## src/verilog/fxir_pkg.sv

```systemverilog
// package for the facsimile codec interrupt and routing block
package fxir_pkg;

    // ****************************************************************
    // host bus register offsets
    // ****************************************************************
    localparam logic [3:0] ADDR_CAUSE_STATUS  = 4'h1;
    localparam logic [3:0] ADDR_IMAGE_DATA    = 4'h7;
    localparam logic [3:0] ADDR_DECODE_STATUS = 4'h8;
    localparam logic [3:0] ADDR_CODED_FIRST   = 4'h9;
    localparam logic [3:0] ADDR_XFER_CLEAR    = 4'hC;
    localparam logic [3:0] ADDR_PROC_CLEAR    = 4'hE;

    // ****************************************************************
    // cause patterns and source indices
    // ****************************************************************
    localparam logic [3:0] CAUSE_NONE   = 4'h0;
    localparam logic [3:0] CAUSE_XFER   = 4'h1;
    localparam logic [3:0] CAUSE_CODEC  = 4'h2;
    localparam logic [3:0] CAUSE_RECRDY = 4'h4;
    localparam logic [3:0] CAUSE_IMAGE  = 4'h8;

    localparam int NUM_SRC    = 7;
    localparam int SRC_XFER   = 0;
    localparam int SRC_CODE   = 1;
    localparam int SRC_DECODE = 2;
    localparam int SRC_PROC   = 3;
    localparam int SRC_RECRDY = 4;
    localparam int SRC_IMGOUT = 5;
    localparam int SRC_IMGIN  = 6;

    localparam logic [6:0] ENABLE_RESET = 7'h00;
    localparam logic [7:0] DATA_RESET   = 8'h00;

    // ****************************************************************
    // operating modes
    // ****************************************************************
    typedef enum logic [2:0] {
        MODE_COPY    = 3'h0,
        MODE_G3_SEND = 3'h1,
        MODE_G2_SEND = 3'h2,
        MODE_G3_RECV = 3'h3,
        MODE_G2_RECV = 3'h4,
        MODE_G3_TO_G2 = 3'h5,
        MODE_G2_TO_G3 = 3'h6
    } fxir_mode_type;

    // one-cycle completion events from the codec core
    typedef struct packed {
        logic xfer_done;
        logic code_done;
        logic decode_done;
        logic proc_done;
    } fxir_event_type;

    // data path routing enables
    typedef struct packed {
        logic scan_in_en;
        logic rec_out_en;
        logic coded_out_en;
        logic decode_in_en;
        logic image_in_en;
        logic image_out_en;
    } fxir_route_type;

endpackage : fxir_pkg
```

## src/verilog/fxir_irq_route.sv

```systemverilog
// interrupt sources, cause encoding and mode routing of the codec host side
// Summary of operation
// - seven sources, each enabled by host; disabled source never requests
// - host reads cause at 1H, bits D3..D0
// - transfer-line done shows 0001, cleared by write to CH
// - coding done shows 0010, cleared by read of 9H
// - decoding done shows 0010, cleared by read of 8H
// - process-line done shows 0010, cleared by write to EH
// - recorder ready shows 0100 while input active, clears itself
// - image output request shows 1000, cleared by read of 7H
// - image input request shows 1000, cleared by write of 7H
// - copy: transfer-line, recorder ready, process-line only
// - G3 send: transfer-line and coding only
// - G2 send: transfer-line, image output, process-line only
// - G3 receive: decoding, recorder ready, transfer-line only
// - G2 receive: image input, transfer-line, recorder ready, process-line
// - G3 to G2: decoding, image output, transfer-line only
// - G2 to G3: image input, transfer-line, coding only
// - scanner input accepted only in copy, G2 send, G3 send
// - recorder output only in copy, G2 receive, G3 receive
// - coded results offered on host bus in G3 send, G2 to G3
// - decoding data written by host in G3 receive, G3 to G2
// - host supplies image data in G2 receive, G2 to G3
// - device delivers image data in G2 send, G3 to G2
// - writes to CH and EH reset line counters, data ignored
`timescale 1ns/1ps
`default_nettype none

module fxir_irq_route (
    input  wire logic                    clk,
    input  wire logic                    rst,
    // host parallel bus, active-low strobes from pins
    input  wire logic                    cs_n,
    input  wire logic                    rd_n,
    input  wire logic                    wr_n,
    input  wire logic [3:0]              addr,
    input  wire logic [7:0]              wdata,
    output logic      [7:0]              rdata,
    // configuration from the command decoder
    input  wire fxir_pkg::fxir_mode_type mode,
    input  wire logic [6:0]              irq_enable,
    // codec core side
    input  wire fxir_pkg::fxir_event_type core_event,
    input  wire logic [7:0]              decode_status_in,
    input  wire logic [7:0]              coded_first_in,
    input  wire logic [7:0]              image_out_data,
    input  wire logic                    image_req,
    input  wire logic                    recorder_ready_in,
    output logic [7:0]                   image_in_data,
    output logic                         image_in_valid,
    output logic                         xfer_counter_clear,
    output logic                         proc_counter_clear,
    output fxir_pkg::fxir_route_type     route,
    output logic                         dma_request_out,
    output logic                         irq_out
);

    // ****************************************************************
    // pin synchronisers and strobe edges
    // ****************************************************************
    logic [3:0] pin_meta_reg;
    logic [3:0] pin_sync_reg;
    logic       rd_seen_reg;
    logic       wr_seen_reg;
    logic       rd_pulse;
    logic       wr_pulse;
    logic [3:0] addr_meta_reg;
    logic [7:0] wdata_meta_reg;
    logic [3:0] addr_reg;
    logic [7:0] wdata_reg;

    always_ff @(posedge clk) begin
        if (rst) begin
            pin_meta_reg <= 4'h0;
            pin_sync_reg <= 4'h0;
        end else begin
            pin_meta_reg <= {recorder_ready_in, ~cs_n & ~rd_n, ~cs_n & ~wr_n, 1'b0};
            pin_sync_reg <= pin_meta_reg;
        end
    end

    always_ff @(posedge clk) begin
        if (rst) begin
            rd_seen_reg <= 1'b0;
            wr_seen_reg <= 1'b0;
        end else begin
            rd_seen_reg <= pin_sync_reg[2];
            wr_seen_reg <= pin_sync_reg[1];
        end
    end

    // address and data pins pass two flops like the strobes
    // the host holds them stable across the strobe and after its release
    always_ff @(posedge clk) begin
        if (rst) begin
            addr_meta_reg  <= 4'h0;
            wdata_meta_reg <= fxir_pkg::DATA_RESET;
            addr_reg       <= 4'h0;
            wdata_reg      <= fxir_pkg::DATA_RESET;
        end else begin
            addr_meta_reg  <= addr;
            wdata_meta_reg <= wdata;
            addr_reg       <= addr_meta_reg;
            wdata_reg      <= wdata_meta_reg;
        end
    end

    // read acts on strobe end, so the data has been taken before the clear
    assign rd_pulse = rd_seen_reg & ~pin_sync_reg[2];
    assign wr_pulse = wr_seen_reg & ~pin_sync_reg[1];

    logic recorder_ready_sync;
    assign recorder_ready_sync = pin_sync_reg[3];

    // ****************************************************************
    // mode routing
    // ****************************************************************
    logic [6:0] mode_allow;
    fxir_pkg::fxir_route_type route_next;

    always_comb begin
        mode_allow = 7'h00;
        route_next = '0;
        case (mode)
            fxir_pkg::MODE_COPY: begin
                mode_allow = 7'b0011001;
                route_next.scan_in_en = 1'b1;
                route_next.rec_out_en = 1'b1;
            end
            fxir_pkg::MODE_G3_SEND: begin
                mode_allow = 7'b0000011;
                route_next.scan_in_en   = 1'b1;
                route_next.coded_out_en = 1'b1;
            end
            fxir_pkg::MODE_G2_SEND: begin
                mode_allow = 7'b0101001;
                route_next.scan_in_en   = 1'b1;
                route_next.image_out_en = 1'b1;
            end
            fxir_pkg::MODE_G3_RECV: begin
                mode_allow = 7'b0010101;
                route_next.rec_out_en   = 1'b1;
                route_next.decode_in_en = 1'b1;
            end
            fxir_pkg::MODE_G2_RECV: begin
                mode_allow = 7'b1011001;
                route_next.rec_out_en  = 1'b1;
                route_next.image_in_en = 1'b1;
            end
            fxir_pkg::MODE_G3_TO_G2: begin
                mode_allow = 7'b0100101;
                route_next.decode_in_en = 1'b1;
                route_next.image_out_en = 1'b1;
            end
            fxir_pkg::MODE_G2_TO_G3: begin
                mode_allow = 7'b1000011;
                route_next.coded_out_en = 1'b1;
                route_next.image_in_en  = 1'b1;
            end
            default: begin
                mode_allow = 7'h00;
            end
        endcase
    end

    // scanner, recorder, coded, decoding and image paths gated by mode
    always_ff @(posedge clk) begin
        if (rst) begin
            route <= '0;
        end else begin
            route <= route_next;
        end
    end

    // ****************************************************************
    // register access decode
    // ****************************************************************
    logic rd_image;
    logic rd_decode;
    logic rd_coded;
    logic wr_image;
    logic wr_xfer;
    logic wr_proc;

    // reads of 7H outside image-out modes neither return data nor clear
    always_comb begin
        rd_image  = 1'b0;
        rd_decode = 1'b0;
        rd_coded  = 1'b0;
        wr_image  = 1'b0;
        wr_xfer   = 1'b0;
        wr_proc   = 1'b0;
        if (rd_pulse && addr_reg == fxir_pkg::ADDR_IMAGE_DATA) begin
            rd_image = route.image_out_en;
        end else if (rd_pulse && addr_reg == fxir_pkg::ADDR_DECODE_STATUS) begin
            rd_decode = 1'b1;
        end else if (rd_pulse && addr_reg == fxir_pkg::ADDR_CODED_FIRST) begin
            rd_coded = 1'b1;
        end
        if (wr_pulse && addr_reg == fxir_pkg::ADDR_IMAGE_DATA) begin
            wr_image = route.image_in_en;
        end else if (wr_pulse && addr_reg == fxir_pkg::ADDR_XFER_CLEAR) begin
            wr_xfer = 1'b1;
        end else if (wr_pulse && addr_reg == fxir_pkg::ADDR_PROC_CLEAR) begin
            wr_proc = 1'b1;
        end
    end

    always_ff @(posedge clk) begin
        if (rst) begin
            xfer_counter_clear <= 1'b0;
            proc_counter_clear <= 1'b0;
        end else begin
            xfer_counter_clear <= wr_xfer;
            proc_counter_clear <= wr_proc;
        end
    end

    // host image data toward the line memory
    always_ff @(posedge clk) begin
        if (rst) begin
            image_in_data  <= fxir_pkg::DATA_RESET;
            image_in_valid <= 1'b0;
        end else begin
            image_in_valid <= wr_image;
            if (wr_image) begin
                image_in_data <= wdata_reg;
            end
        end
    end

    // ****************************************************************
    // pending sources, set wins over clear
    // ****************************************************************
    logic [6:0] pend_reg;
    logic [6:0] set_vec;
    logic [6:0] clr_vec;

    // image request drives dma line in its data direction
    assign dma_request_out = image_req & (route.image_in_en | route.image_out_en);

    always_comb begin
        set_vec = 7'h00;
        clr_vec = 7'h00;
        set_vec[fxir_pkg::SRC_XFER]   = core_event.xfer_done;
        set_vec[fxir_pkg::SRC_CODE]   = core_event.code_done;
        set_vec[fxir_pkg::SRC_DECODE] = core_event.decode_done;
        set_vec[fxir_pkg::SRC_PROC]   = core_event.proc_done;
        set_vec[fxir_pkg::SRC_IMGOUT] = image_req & route.image_out_en;
        set_vec[fxir_pkg::SRC_IMGIN]  = image_req & route.image_in_en;
        // cleared by transfer counter reset write
        clr_vec[fxir_pkg::SRC_XFER]   = wr_xfer;
        clr_vec[fxir_pkg::SRC_CODE]   = rd_coded;
        clr_vec[fxir_pkg::SRC_DECODE] = rd_decode;
        // cleared by process counter reset write
        clr_vec[fxir_pkg::SRC_PROC]   = wr_proc;
        clr_vec[fxir_pkg::SRC_IMGOUT] = rd_image;
        clr_vec[fxir_pkg::SRC_IMGIN]  = wr_image;
    end

    // masked by mode and host enable
    always_ff @(posedge clk) begin
        if (rst) begin
            pend_reg <= fxir_pkg::ENABLE_RESET;
        end else begin
            pend_reg <= ((pend_reg & ~clr_vec) | set_vec) & mode_allow & irq_enable;
        end
    end

    // recorder ready follows the input level
    logic [6:0] active;
    always_comb begin
        active = pend_reg;
        active[fxir_pkg::SRC_RECRDY] = recorder_ready_sync
            & mode_allow[fxir_pkg::SRC_RECRDY] & irq_enable[fxir_pkg::SRC_RECRDY];
    end

    logic [3:0] cause;
    always_comb begin
        if (active[fxir_pkg::SRC_XFER]) begin
            cause = fxir_pkg::CAUSE_XFER;
        end else if (|active[fxir_pkg::SRC_PROC:fxir_pkg::SRC_CODE]) begin
            cause = fxir_pkg::CAUSE_CODEC;
        end else if (active[fxir_pkg::SRC_RECRDY]) begin
            cause = fxir_pkg::CAUSE_RECRDY;
        end else if (|active[fxir_pkg::SRC_IMGIN:fxir_pkg::SRC_IMGOUT]) begin
            cause = fxir_pkg::CAUSE_IMAGE;
        end else begin
            cause = fxir_pkg::CAUSE_NONE;
        end
    end

    // request while anything enabled is pending
    always_ff @(posedge clk) begin
        if (rst) begin
            irq_out <= 1'b0;
        end else begin
            irq_out <= |active;
        end
    end

    // ****************************************************************
    // read data
    // ****************************************************************
    // coded results and image data out on host bus
    // read data follows the synchronised address one cycle later
    // cause nibble at 1H, upper bits read zero
    always_ff @(posedge clk) begin
        if (rst) begin
            rdata <= fxir_pkg::DATA_RESET;
        end else if (addr_reg == fxir_pkg::ADDR_CAUSE_STATUS) begin
            rdata <= {4'h0, cause};
        end else if (addr_reg == fxir_pkg::ADDR_IMAGE_DATA) begin
            rdata <= route.image_out_en ? image_out_data : fxir_pkg::DATA_RESET;
        end else if (addr_reg == fxir_pkg::ADDR_DECODE_STATUS) begin
            rdata <= decode_status_in;
        end else if (addr_reg == fxir_pkg::ADDR_CODED_FIRST) begin
            rdata <= route.coded_out_en ? coded_first_in : fxir_pkg::DATA_RESET;
        end else begin
            rdata <= fxir_pkg::DATA_RESET;
        end
    end

endmodule : fxir_irq_route

`default_nettype wire

```

## config.mk

```make
export PLATFORM = sky130hd
export DESIGN_NAME = fxir_irq_route
export DESIGN_NICKNAME = d
export VERILOG_FILES = /design/src/verilog/fxir_pkg.sv /design/src/verilog/fxir_irq_route.sv
export SDC_FILE = /design/constraint.sdc
export NUM_CORES = 1
export LEC_CHECK = 0
export ABC_CLOCK_PERIOD_IN_PS = 2000
export BUFFER_PORTS_ARGS = -buffer_cell sky130_fd_sc_hd__buf_2
export CAP_MARGIN = 25
export CORE_UTILIZATION = 48
export DETAILED_ROUTE_END_ITERATION = 10
export PLACE_DENSITY = 0.78
export SLEW_MARGIN = 20
export SYNTH_ARGS = -nofsm -noshare
export SYNTH_HDL_FRONTEND = slang
export SYNTH_SLANG_ARGS = --single-unit
```

## constraint.sdc

```tcl
create_clock -name clk -period 2 [get_ports clk]
set_input_delay 0.6 -clock clk [delete_from_list [all_inputs] [get_ports clk]]
set_output_delay 0.6 -clock clk [all_outputs]
set_load 0.01 [all_outputs]
```

Word-level counts from Yosys, hierarchy flattened
Index checks and enable logic that the tools add are counted.

word-level totals
  input port bits = 57
  register bits = 67
  logic and storage cells = 101
  bits in latches = 0
  memories kept = 0
  ROM bits = 0
  memory bits (writable) = 0
  output and inout port bits = 27

operators by class
  add/subtract/negate cells = 0
  $mul = 0
  reduce and logical (&&, ||, !) cells = 17
  $lt $le $gt $ge = 0
  div/mod/pow operators = 0
  bitwise gates (word level) = 20
  equal/unequal tests = 12
  multiplexer cells = 29
  shift-type cells = 0

operators with widths
  operator                                        number
  case mux 7 bit (7 select lines)                 1
  two-way mux 8 bit                               5
  bitwise AND 7 bit                               3
  two-way mux 4 bit                               5
  two-way mux 1 bit                               18
  == test 4 bit (second input constant)           4
  OR reduction 2 bit                              6
  bitwise AND 1 bit                               9
  == test 3 bit (second input constant)           3
  OR reduction 3 bit                              3
  NOT 7 bit                                       1
  bitwise OR 7 bit                                1
  OR reduction 7 bit                              1
  == test 3 x 2 -> 1 bit (second input constant)  2
  logical AND 1 bit                               6
  NOT 1 bit                                       5
  == test 4 x 1 -> 1 bit (second input constant)  1
  == test 4 x 3 -> 1 bit (second input constant)  1
  == test 3 x 1 -> 1 bit (second input constant)  1
  zero test 3 bit                                 1
  bitwise OR 1 bit                                1

Depth between registers and ports, before layout
Gate-level depths: netlist of run 1.

  word-level depth = 11
  gate-level depth with buffers = 6
  gate-level depth less buffers = 4

Worst setup path before layout of run 1
No wires, ideal clock.

  path type = input port to flip-flop
  from = input port mode[0]
  to = register rdata[3]
  arrival time = 1.545 ns
  stages on the path = 5
  required time = 1.926 ns
  slack = 0.380 ns
  path buffers = 1
  setup time = 0.074 ns
  cells stage by stage = clkbuf_1 -> or2_2 -> a21oi_1 -> or3_1 -> a31oi_1

between the ends
  word-level cells in the longest chain between the ends = 8
  elaborated cells on any way between the ends = 14
  those cells by class = eq/ne (6); mux (5); bitwise (2); reduce/logical (1)

RTL lines
  what                                   line                   source
  from (decl)                            fxir_irq_route.sv:40   input wire fxir_pkg::fxir_mode_type mode,
  == test 3 bit (tied with other cells)  fxir_irq_route.sv:124  case (mode)
  case mux 7 bit (7 select lines) *      fxir_irq_route.sv:124
  bitwise AND 1 bit * (2 in a row)       fxir_irq_route.sv:275  & mode_allow[fxir_pkg::SRC_RECRDY] & irq_enable[fxir_pkg::SRC_RECRDY];
  two-way mux 4 bit *                    fxir_irq_route.sv:284  end else if (active[fxir_pkg::SRC_RECRDY]) begin
  two-way mux 4 bit *                    fxir_irq_route.sv:282  end else if (|active[fxir_pkg::SRC_PROC:fxir_pkg::SRC_CODE]) begin
  two-way mux 4 bit *                    fxir_irq_route.sv:280  if (active[fxir_pkg::SRC_XFER]) begin
  two-way mux 4 bit *                    fxir_irq_route.sv:311  end else if (addr_reg == fxir_pkg::ADDR_CAUSE_STATUS) begin
  to (signal assigned)                   fxir_irq_route.sv:310  rdata <= fxir_pkg::DATA_RESET;
  to (signal assigned)                   fxir_irq_route.sv:312  rdata <= {4'h0, cause};
  to (signal assigned)                   fxir_irq_route.sv:314  rdata <= route.image_out_en ? image_out_data : fxir_pkg::DATA_RESET;
  to (decl)                              fxir_irq_route.sv:38   output logic [7:0] rdata,

Mark *: on every way between the ends. The rest lies on a longest branch, timed or not.
A chain may end at the register's enable or synchronous reset.

Worst setup path in the final report of run 1
  from = register addr_reg[1]
  to = register rdata[0]

between the ends
  word-level cells in the longest chain between the ends = 5
  elaborated cells on any way between the ends = 8
  those cells by class = eq/ne (4); mux (4)

RTL lines
  what                    line                   source
  from (decl)             fxir_irq_route.sv:69   logic [3:0] addr_reg;
  from (signal assigned)  fxir_irq_route.sv:103  addr_reg <= addr_meta_reg;
  == test 4 bit           fxir_irq_route.sv:317  end else if (addr_reg == fxir_pkg::ADDR_CODED_FIRST) begin
  two-way mux 8 bit       fxir_irq_route.sv:317
  two-way mux 8 bit       fxir_irq_route.sv:315  end else if (addr_reg == fxir_pkg::ADDR_DECODE_STATUS) begin
  two-way mux 8 bit       fxir_irq_route.sv:313  end else if (addr_reg == fxir_pkg::ADDR_IMAGE_DATA) begin
  two-way mux 4 bit *     fxir_irq_route.sv:311
  to (signal assigned)    fxir_irq_route.sv:312
  to (signal assigned)    fxir_irq_route.sv:314
  to (signal assigned)    fxir_irq_route.sv:316  rdata <= decode_status_in;

Marked as above.

==> impl_metrics.tcl, run 1 <==
set metrics [dict create \
    cts_buffers 9 \
    cp.buffers_inverters 0 \
    syn_nets 268 \
    cts.htree.levels 3 \
    crit_path_end_kind "register" \
    gp_congestion 0.816 \
    slowest_stage "dfxtp_1" \
    peakVddDrop_mv 0.771 \
    synth.most_common_cell "dfxtp_1" \
    crit_fanout 9 \
    grt_start_max_net_pins 41 \
    yosysSeqAreaShare_pct 57.9 \
    final_layout_size_suffix_gt1_share_pct 35.7 \
    dp_hpwl_mm 3.07 \
    synthFlopType "dfxtp_1" \
    synth-seq-cells 64 \
    die_area_mm2 0.00488 \
    wl_met1_mm 1.81 \
    path_delay_family "simple AND/OR/NAND/NOR gates" \
    core_mm2 0.00438 \
    cp_cell_sequence "and3b_1 > and3_1 > a221oi_1 > a221oi_1" \
    cts_tree "yes" \
    fillers 373 \
    dr_total_vias 1715 \
    totalPowerFinal_uw 2700 \
    min_period_over_period_pct 81.2 \
    r2r_cells 4 \
    fmax_ghz 0.616 \
    num_rows 24 \
    yosys.area.top_type_share_pct 57.9 \
    min_path_type "in -> reg" \
    slew_violations 0 \
    grt_overflow 0 \
    cts_setup_buffers 0 \
    dr.pass1.iters 4 \
    dieWidth_um 69.9 \
    area_growth_pct 29.8 \
    run_status "finished clean" \
    cts.clk_slew.worst_paths_ns 0.07 \
    grt_use_total_pct 18.2 \
    port_buffers 83 \
    die_y_um 69.9 \
    p_leak_uw 0.00127 \
    synth_area_leaders "dfxtp_1 (58%), nor2b_1 (9.0%), mux2i_1 (3.6%)" \
    wl_per_cell_um 11.9 \
    synthTopCellsByCount "dfxtp_1 (64), nor2b_1 (32), nor2_1 (18)" \
    tns_ns 0 \
    antenna_found_initial 0 \
    yosys_warnings 0 \
    wl_met2_mm 2.06 \
    crit_arrival_ns 1.86 \
    worst_ep_required_time_ns 2.24 \
    syn-instance-count 211 \
    crit_cells 4 \
    diodes 0 \
    finalSetupViolCount 0 \
    cp-start-kind "register" \
    grt_pass1_wl_mm 6.70 \
    cts-root-buf "clkbuf_8" \
    relSlewSlack_pct 69.2 \
    syn-cell-area_mm2 0.00221 \
    postSynth.asyncResetShare_pct 0 \
    finClkSkew_ns 0.00603 \
    tightest_slew_ns 0.458 \
    synth_edf_count 0 \
    final_antenna_net_count 0 \
    rsz0062_at_grt "false" \
    clkLatencyLatePin_ns 0.33 \
    pre_cts_ws_ns 0.268 \
    max_stage_delay_ns 0.53 \
    crit_path_frequent_cell "a221oi_1" \
    cts_sinks 64 \
    nets 352 \
    top_layer_used "met4" \
    criticalPathCategory "reg -> reg" \
    finalHoldViolations 0 \
    drcViolationCount 0 \
    drv_cap 0 \
    clk_path_buf_depth 2 \
    grt_pass1_vias 1551 \
    wl_met3_um 239 \
    power.density_mw_per_mm2 939 \
    min_period_ns 1.62 \
    via_per_inst 4.87 \
    ys_types 37 \
    initial_core_util_pct 50.5 \
    ios 84 \
    synth_area_leader_cell "dfxtp_1" \
    holdPathStages 2 \
    routed_wirelength_mm 4.19 \
    postCtsHoldBufs 0 \
    synth_area_per_cell_um2 10.5 \
    setup_ws_ns 0.376 \
    drt_iter0_drc 32 \
    cts_resized 0 \
]
## cells in the final DEF (no fill, tap or decap), types with 4 or more instances in the layout
cell type,netlist,routed
a21oi_1,9,9
a222oi_1,4,4
buf_2,4,83
clkbuf_8,0,10
dfxtp_1,64,64
mux2i_1,8,8
nand2_1,15,15
nand3b_1,5,5
nor2_1,18,18
nor2b_1,32,32
## per-stage QoR
step / hold slack [ns] / cell area (um2) / cells / util (%)
floorplan: 0.414 / 2210 / 211 / -
global placement: 0.416 / 2650 / 336 / 60.4
detailed placement: 0.426 / 2650 / 336 / 60.4
CTS: 0.402 / 2870 / 352 / 65.5
global route: 0.407 / 2870 / 352 / 65.5
finish: 0.420 / 2870 / 352 / 65.5
## worst paths after layout
| check | startpoint | endpoint | slack [ns] |
|---|---|---|---|
| setup / recovery | addr_reg[1] | rdata[0] | 0.38 |
| hold / removal | rd_n | pin_meta_reg[2] | 0.42 |
| setup reg to reg | addr_reg[1] | rdata[0] | 0.38 |
| hold reg to reg | wdata_meta_reg[5] | wdata_reg[5] | 0.44 |
## per-layer routing
layer | up-vias | GRT usage, %
met5 | - | 0
met4 | 0 | 10.9
met3 | 7 | 6.06
met2 | 54 | 31.3
met1 | 765 | 19.3
li1 | 889 | -
## where the power goes
part	internal (uW)	switching [uW]	total, uW
Sequential	1320	18.2	1330
Clock	733	469	1200
Combinational	86.4	73.5	160
Total	2130	561	2700
## kinds of logic (layout without fill, tap and decap cells)
family | count (synthesis) | after routing | share of synthesized area (%)
compound gates | 28 | 28 | 9.22
xor+xnor | 1 | 1 | 0.396
flops | 64 | 64 | 57.9
simple gates | 94 | 94 | 25.4
buf+inv | 16 | 105 | 3.45
mux | 8 | 8 | 3.62
## area by class of cell
class / count / area, um2 / share of cell area, %
Clock buffer: 11 / 141 / 4.92
Clock inverter: 5 / 80.1 / 2.79
Inverter: 3 / 11.3 / 0.392
Multi-Input combinational cell: 131 / 855 / 29.8
Sequential cell: 64 / 1280 / 44.6
Tap cell: 52 / 65.1 / 2.27
Timing Repair Buffer: 86 / 438 / 15.3
Note: power is estimated with default switching activity, not from simulation.
==> run 2, diff against run 1 <==
ABC_CLOCK_PERIOD_IN_PS = 1700   (was 2000)
clock period = 1.7 ns   (was 2 ns; I/O delays follow)
==> run 2 against run 1 <==
Against the previous run: clock skew is 0.0032 ns lower; utilization grew 1.2 points; critical path depth unchanged; fmax rose by 4.7%; global-route usage increased by 0.83 points; first-iteration DRC count increased by 75%; die area is the same; critical path type unchanged; highest routed layer unchanged.
==> impl_metrics.tcl, run 2 (synthesis results as in run 1) <==
set metrics [dict create \
    run_status "finished clean" \
    critPathLaunch "addr_reg[3]" \
    cts_sinks 64 \
    min_path_type "in -> reg" \
    cts.htree.levels 3 \
    regArea_mm2 0.00128 \
    area_growth_pct 32.1 \
    reg2reg_to "rdata[0]" \
    r2r_cells 4 \
    critPathCapture "rdata[0]" \
    peakVddDrop_mv 0.743 \
    final_antenna_net_count 0 \
    crit_path_end_kind "register" \
    max_stage_delay_ns 0.47 \
    grt_start_max_net_pins 43 \
    crit_fanout 9 \
    grt_pass1_wl_mm 6.98 \
    cp_cell_sequence "and3b_1 > and3_1 > a221oi_1 > a221oi_1" \
    grt_pass1_vias 1644 \
    ios 84 \
    gp_congestion 0.792 \
    drcViolationCount 0 \
    final_cell_mix "buf_2 (83), dfxtp_1 (64), nor2b_1 (32)" \
    nets 356 \
    relSlewSlack_pct 68.9 \
    min_period_ns 1.55 \
    power.density_mw_per_mm2 1100 \
    crit_path_frequent_cell "a221oi_1" \
    dpl_cell_area_mm2 0.00269 \
    cts.clk_slew.worst_paths_ns 0.07 \
    diodes 0 \
    ff2ff_setup_slack_ns 0.15 \
    final_layout_size_suffix_gt1_share_pct 36.8 \
    final_common_cell "buf_2" \
    cts_buffers 9 \
    fmax_ghz 0.644 \
    rsz0062_at_grt "false" \
    grt_use_total_pct 19.1 \
    slowest_stage "dfxtp_1" \
    dr.pass1.iters 5 \
    worst_ep_required_time_ns 1.91 \
    drt_iter0_drc 56 \
    routed_wirelength_mm 4.33 \
    multi_input_area_um2 855 \
    antenna_found_initial 0 \
    initial_core_util_pct 50.5 \
    dr_total_vias 1738 \
    drv_cap 0 \
    clkLatencyLatePin_ns 0.34 \
    clk_path_buf_depth 2 \
    criticalPathCategory "reg -> reg" \
    min_period_over_period_pct 91.3 \
    holdPathStages 2 \
    design_area_mm2 0.00292 \
    timing.rr.start "addr_reg[3]" \
    cts_resized 0 \
    p_leak_uw 0.00130 \
    wl_per_cell_um 12.2 \
    finalHoldViolations 0 \
    cts-root-buf "clkbuf_8" \
    fillers 365 \
    cts_tree "yes" \
    cts_setup_buffers 0 \
    finClkSkew_ns 0.00285 \
    crit_arrival_ns 1.76 \
    slew_violations 0 \
    via_per_inst 4.88 \
    tns_ns 0 \
    num_rows 24 \
    dieWidth_um 69.9 \
    port_buffers 83 \
    tightest_slew_ns 0.462 \
    core_mm2 0.00438 \
    die_y_um 69.9 \
    grt_overflow 0 \
    postCtsHoldBufs 0 \
    die_area_mm2 0.00488 \
    dp_hpwl_mm 3.06 \
    cp-start-kind "register" \
    finalSetupViolCount 0 \
]
-- run 2: where the power goes --
part           leakage (uW)  switching [uW]  internal [uW]  total, uW
Clock              0.000109             581            869       1450
Combinational      0.000665            91.6            110        202
Sequential         0.000524            18.7           1550       1570
-- run 2: stage by stage --
stage	instances	power, uW	setup WS (ns)	utilization, %	hold slack (ns)
after floorplan	211	1700	0.170	-	0.414
after global placement	340	1800	0.133	61.4	0.417
after detailed placement	340	1800	0.120	61.4	0.423
after CTS	356	3250	0.148	66.7	0.312
after global routing	356	3350	0.0213	66.7	0.301
final	356	3220	0.148	66.7	0.325
-- run 2: worst min-delay path by stage --
| stage | start | endpoint | slack [ns] |
|---|---|---|---|
| final | rd_n | pin_meta_reg[2] | 0.33 |
| after global routing | rd_n | pin_meta_reg[2] | 0.30 |
| after CTS | rd_n | pin_meta_reg[2] | 0.31 |
| after detailed placement | addr_meta_reg[3] | addr_reg[3] | 0.42 |
| after global placement | wdata_meta_reg[0] | wdata_reg[0] | 0.42 |
| after floorplan | addr_meta_reg[0] | addr_reg[0] | 0.41 |
-- run 2: final cells by class --
cell class / instances / area share [%]
Sequential cell: 64 / 43.8
Multi-Input combinational cell: 131 / 29.2
Timing Repair Buffer: 90 / 16.4
Clock buffer: 10 / 4.71
Clock inverter: 6 / 3.17
Tap cell: 52 / 2.23
Inverter: 3 / 0.385
-- run 2: per-layer routing --
metal	vias up	global-route usage [%]	part of all wire, %
met3	10	8.37	7.0
li1	897	-	-
met1	764	19.9	41
met2	67	32.5	50
met5	-	0	0
met4	0	9.33	1.9
-- run 2: critical path, delay by kind of cell, from the launching register on --
kind,cells,cell delay [ns]
AO/OA/AOI/OAI,2,0.44
AND/OR/NAND/NOR,2,0.52
flip-flops,1,0.47
==> run 3, diff against run 2 <==
ABC_CLOCK_PERIOD_IN_PS = 1500   (was 1700)
RECOVER_POWER = 25   (was default)
clock period = 1.5 ns   (was 1.7 ns; I/O delays follow)
==> run 3 against run 2 <==
Against the previous run: sequential cell count unchanged; critical path type is now reg -> out; largest cell class unchanged; critical path depth down 2; clock-buffer cell count is 2 higher.
==> impl_metrics.tcl, run 3 (synthesis results as in run 1) <==
set metrics [dict create \
    drv_cap 0 \
    cp-start-kind "register" \
    worstHoldEndpoint "pin_meta_reg[2]" \
    cts.htree.levels 3 \
    timing.hold.ws_ns 0.279 \
    tightest_slew_ns 0.781 \
    core_mm2 0.00438 \
    port_buffers 83 \
    slew_violations 0 \
    peakVddDrop_mv 0.686 \
    area_growth_pct 33.5 \
    cts_tree "yes" \
    grt_pass1_vias 1652 \
    initial_core_util_pct 50.5 \
    postCtsHoldBufs 0 \
    cts_sinks 64 \
    ff2ff_setup_slack_ns 0.09 \
    cts_buffers 9 \
    final_layout_size_suffix_gt1_share_pct 38.5 \
    fmax_ghz 0.702 \
    final_cell_mix "buf_2 (81), dfxtp_1 (63), nor2b_1 (32)" \
    reg2reg_to "rdata[5]" \
    cts-root-buf "clkbuf_8" \
    finClkSkew_ns 0.00880 \
    fin_cells 366 \
    crit_arrival_ns 0.97 \
    relSlewSlack_pct 48.0 \
    final_antenna_net_count 0 \
    final_common_cell "buf_2" \
    dieWidth_um 69.9 \
    p_leak_uw 0.00132 \
    setup_ws_ns 0.0765 \
    timing.rr.start "addr_reg[3]" \
    power.density_mw_per_mm2 1130 \
    gp_congestion 0.793 \
    nets 366 \
    routed_wirelength_mm 4.44 \
    totalPowerFinal_uw 3340 \
    dr.pass1.iters 4 \
    dr_total_vias 1768 \
    min_period_ns 1.42 \
    antenna_found_initial 0 \
    run_status "finished clean" \
    dp_hpwl_mm 3.26 \
    drt_iter0_drc 64 \
    pre_cts_ws_ns -0.0375 \
    grt_pass1_wl_mm 7.27 \
    num_rows 24 \
    diodes 0 \
    ios 84 \
    holdPathStages 2 \
    worst_ep_required_time_ns 1.05 \
    cts.clk_slew.worst_paths_ns 0.06 \
    grt_overflow 0 \
    via_per_inst 4.83 \
    hp-start "rd_n" \
    die_y_um 69.9 \
    r2r_cells 4 \
    tns_ns 0 \
    crit_path_end_kind "output pin" \
    drcViolationCount 0 \
    min_period_over_period_pct 94.9 \
    criticalPathCategory "reg -> out" \
    dp_cells 349 \
    crit_fanout 4 \
    grt_use_total_pct 19.6 \
    finalSetupViolCount 0 \
    min_path_type "in -> reg" \
    die_area_mm2 0.00488 \
    clkLatencyLatePin_ns 0.33 \
    clk_path_buf_depth 2 \
    finalHoldViolations 0 \
    grt_start_max_net_pins 42 \
    wl_per_cell_um 12.1 \
]
==> run 3: how the worst max path moves through the flow <==
stage                start              end  depth (start not counted)
2_1_floorplan      mode[0]         rdata[3]                          5
3_3_place_gp       mode[1]         rdata[3]                          5
3_5_place_dp       mode[1]         rdata[2]                          5
4_1_cts        addr_reg[3]         rdata[5]                          4
5_1_grt        addr_reg[3]         rdata[5]                          4
6_report          route[0]  dma_request_out                          2
==> run 3: routing by layer <==
metal	wire, um	global-route usage, %
met5	0	0
met4	29	8.00
met3	306	8.51
met2	2180	32.5
met1	1920	22.0
==> run 3: report_power, final <==
part	switching [uW]	internal, uW
combinational	112	135
clock	632	690
sequential	18.7	1750
==> run 3: critical path: stages, from the launching register on <==
cell     delay (ns)
dfxtp_1        0.34
o21a_1         0.18
buf_2          0.13
==> run 3: per-stage QoR <==
| stage | utilization (%) | area [um2] |
|---|---|---|
| 4_1_cts | 67.2 | 2940 |
| 6_report | 67.4 | 2950 |
| 3_3_place_gp | 63.0 | 2760 |
| 3_5_place_dp | 63.0 | 2760 |
| 5_1_grt | 67.4 | 2950 |
| 2_1_floorplan | - | 2210 |
==> run 3: cell type report <==
class / count / area [um2]
Clock inverter: 4 / 28.8
Tap cell: 52 / 65.1
Timing Repair Buffer: 100 / 549
Fill cell: 359 / 1430
Inverter: 3 / 11.3
Multi-Input combinational cell: 131 / 862
Clock buffer: 12 / 155
Sequential cell: 64 / 1280
==> run 3: repair_timing <==
action,CTS,global route
resized for setup,0,3
endpoints found under the setup margin,0,7
buffers inserted,0,1
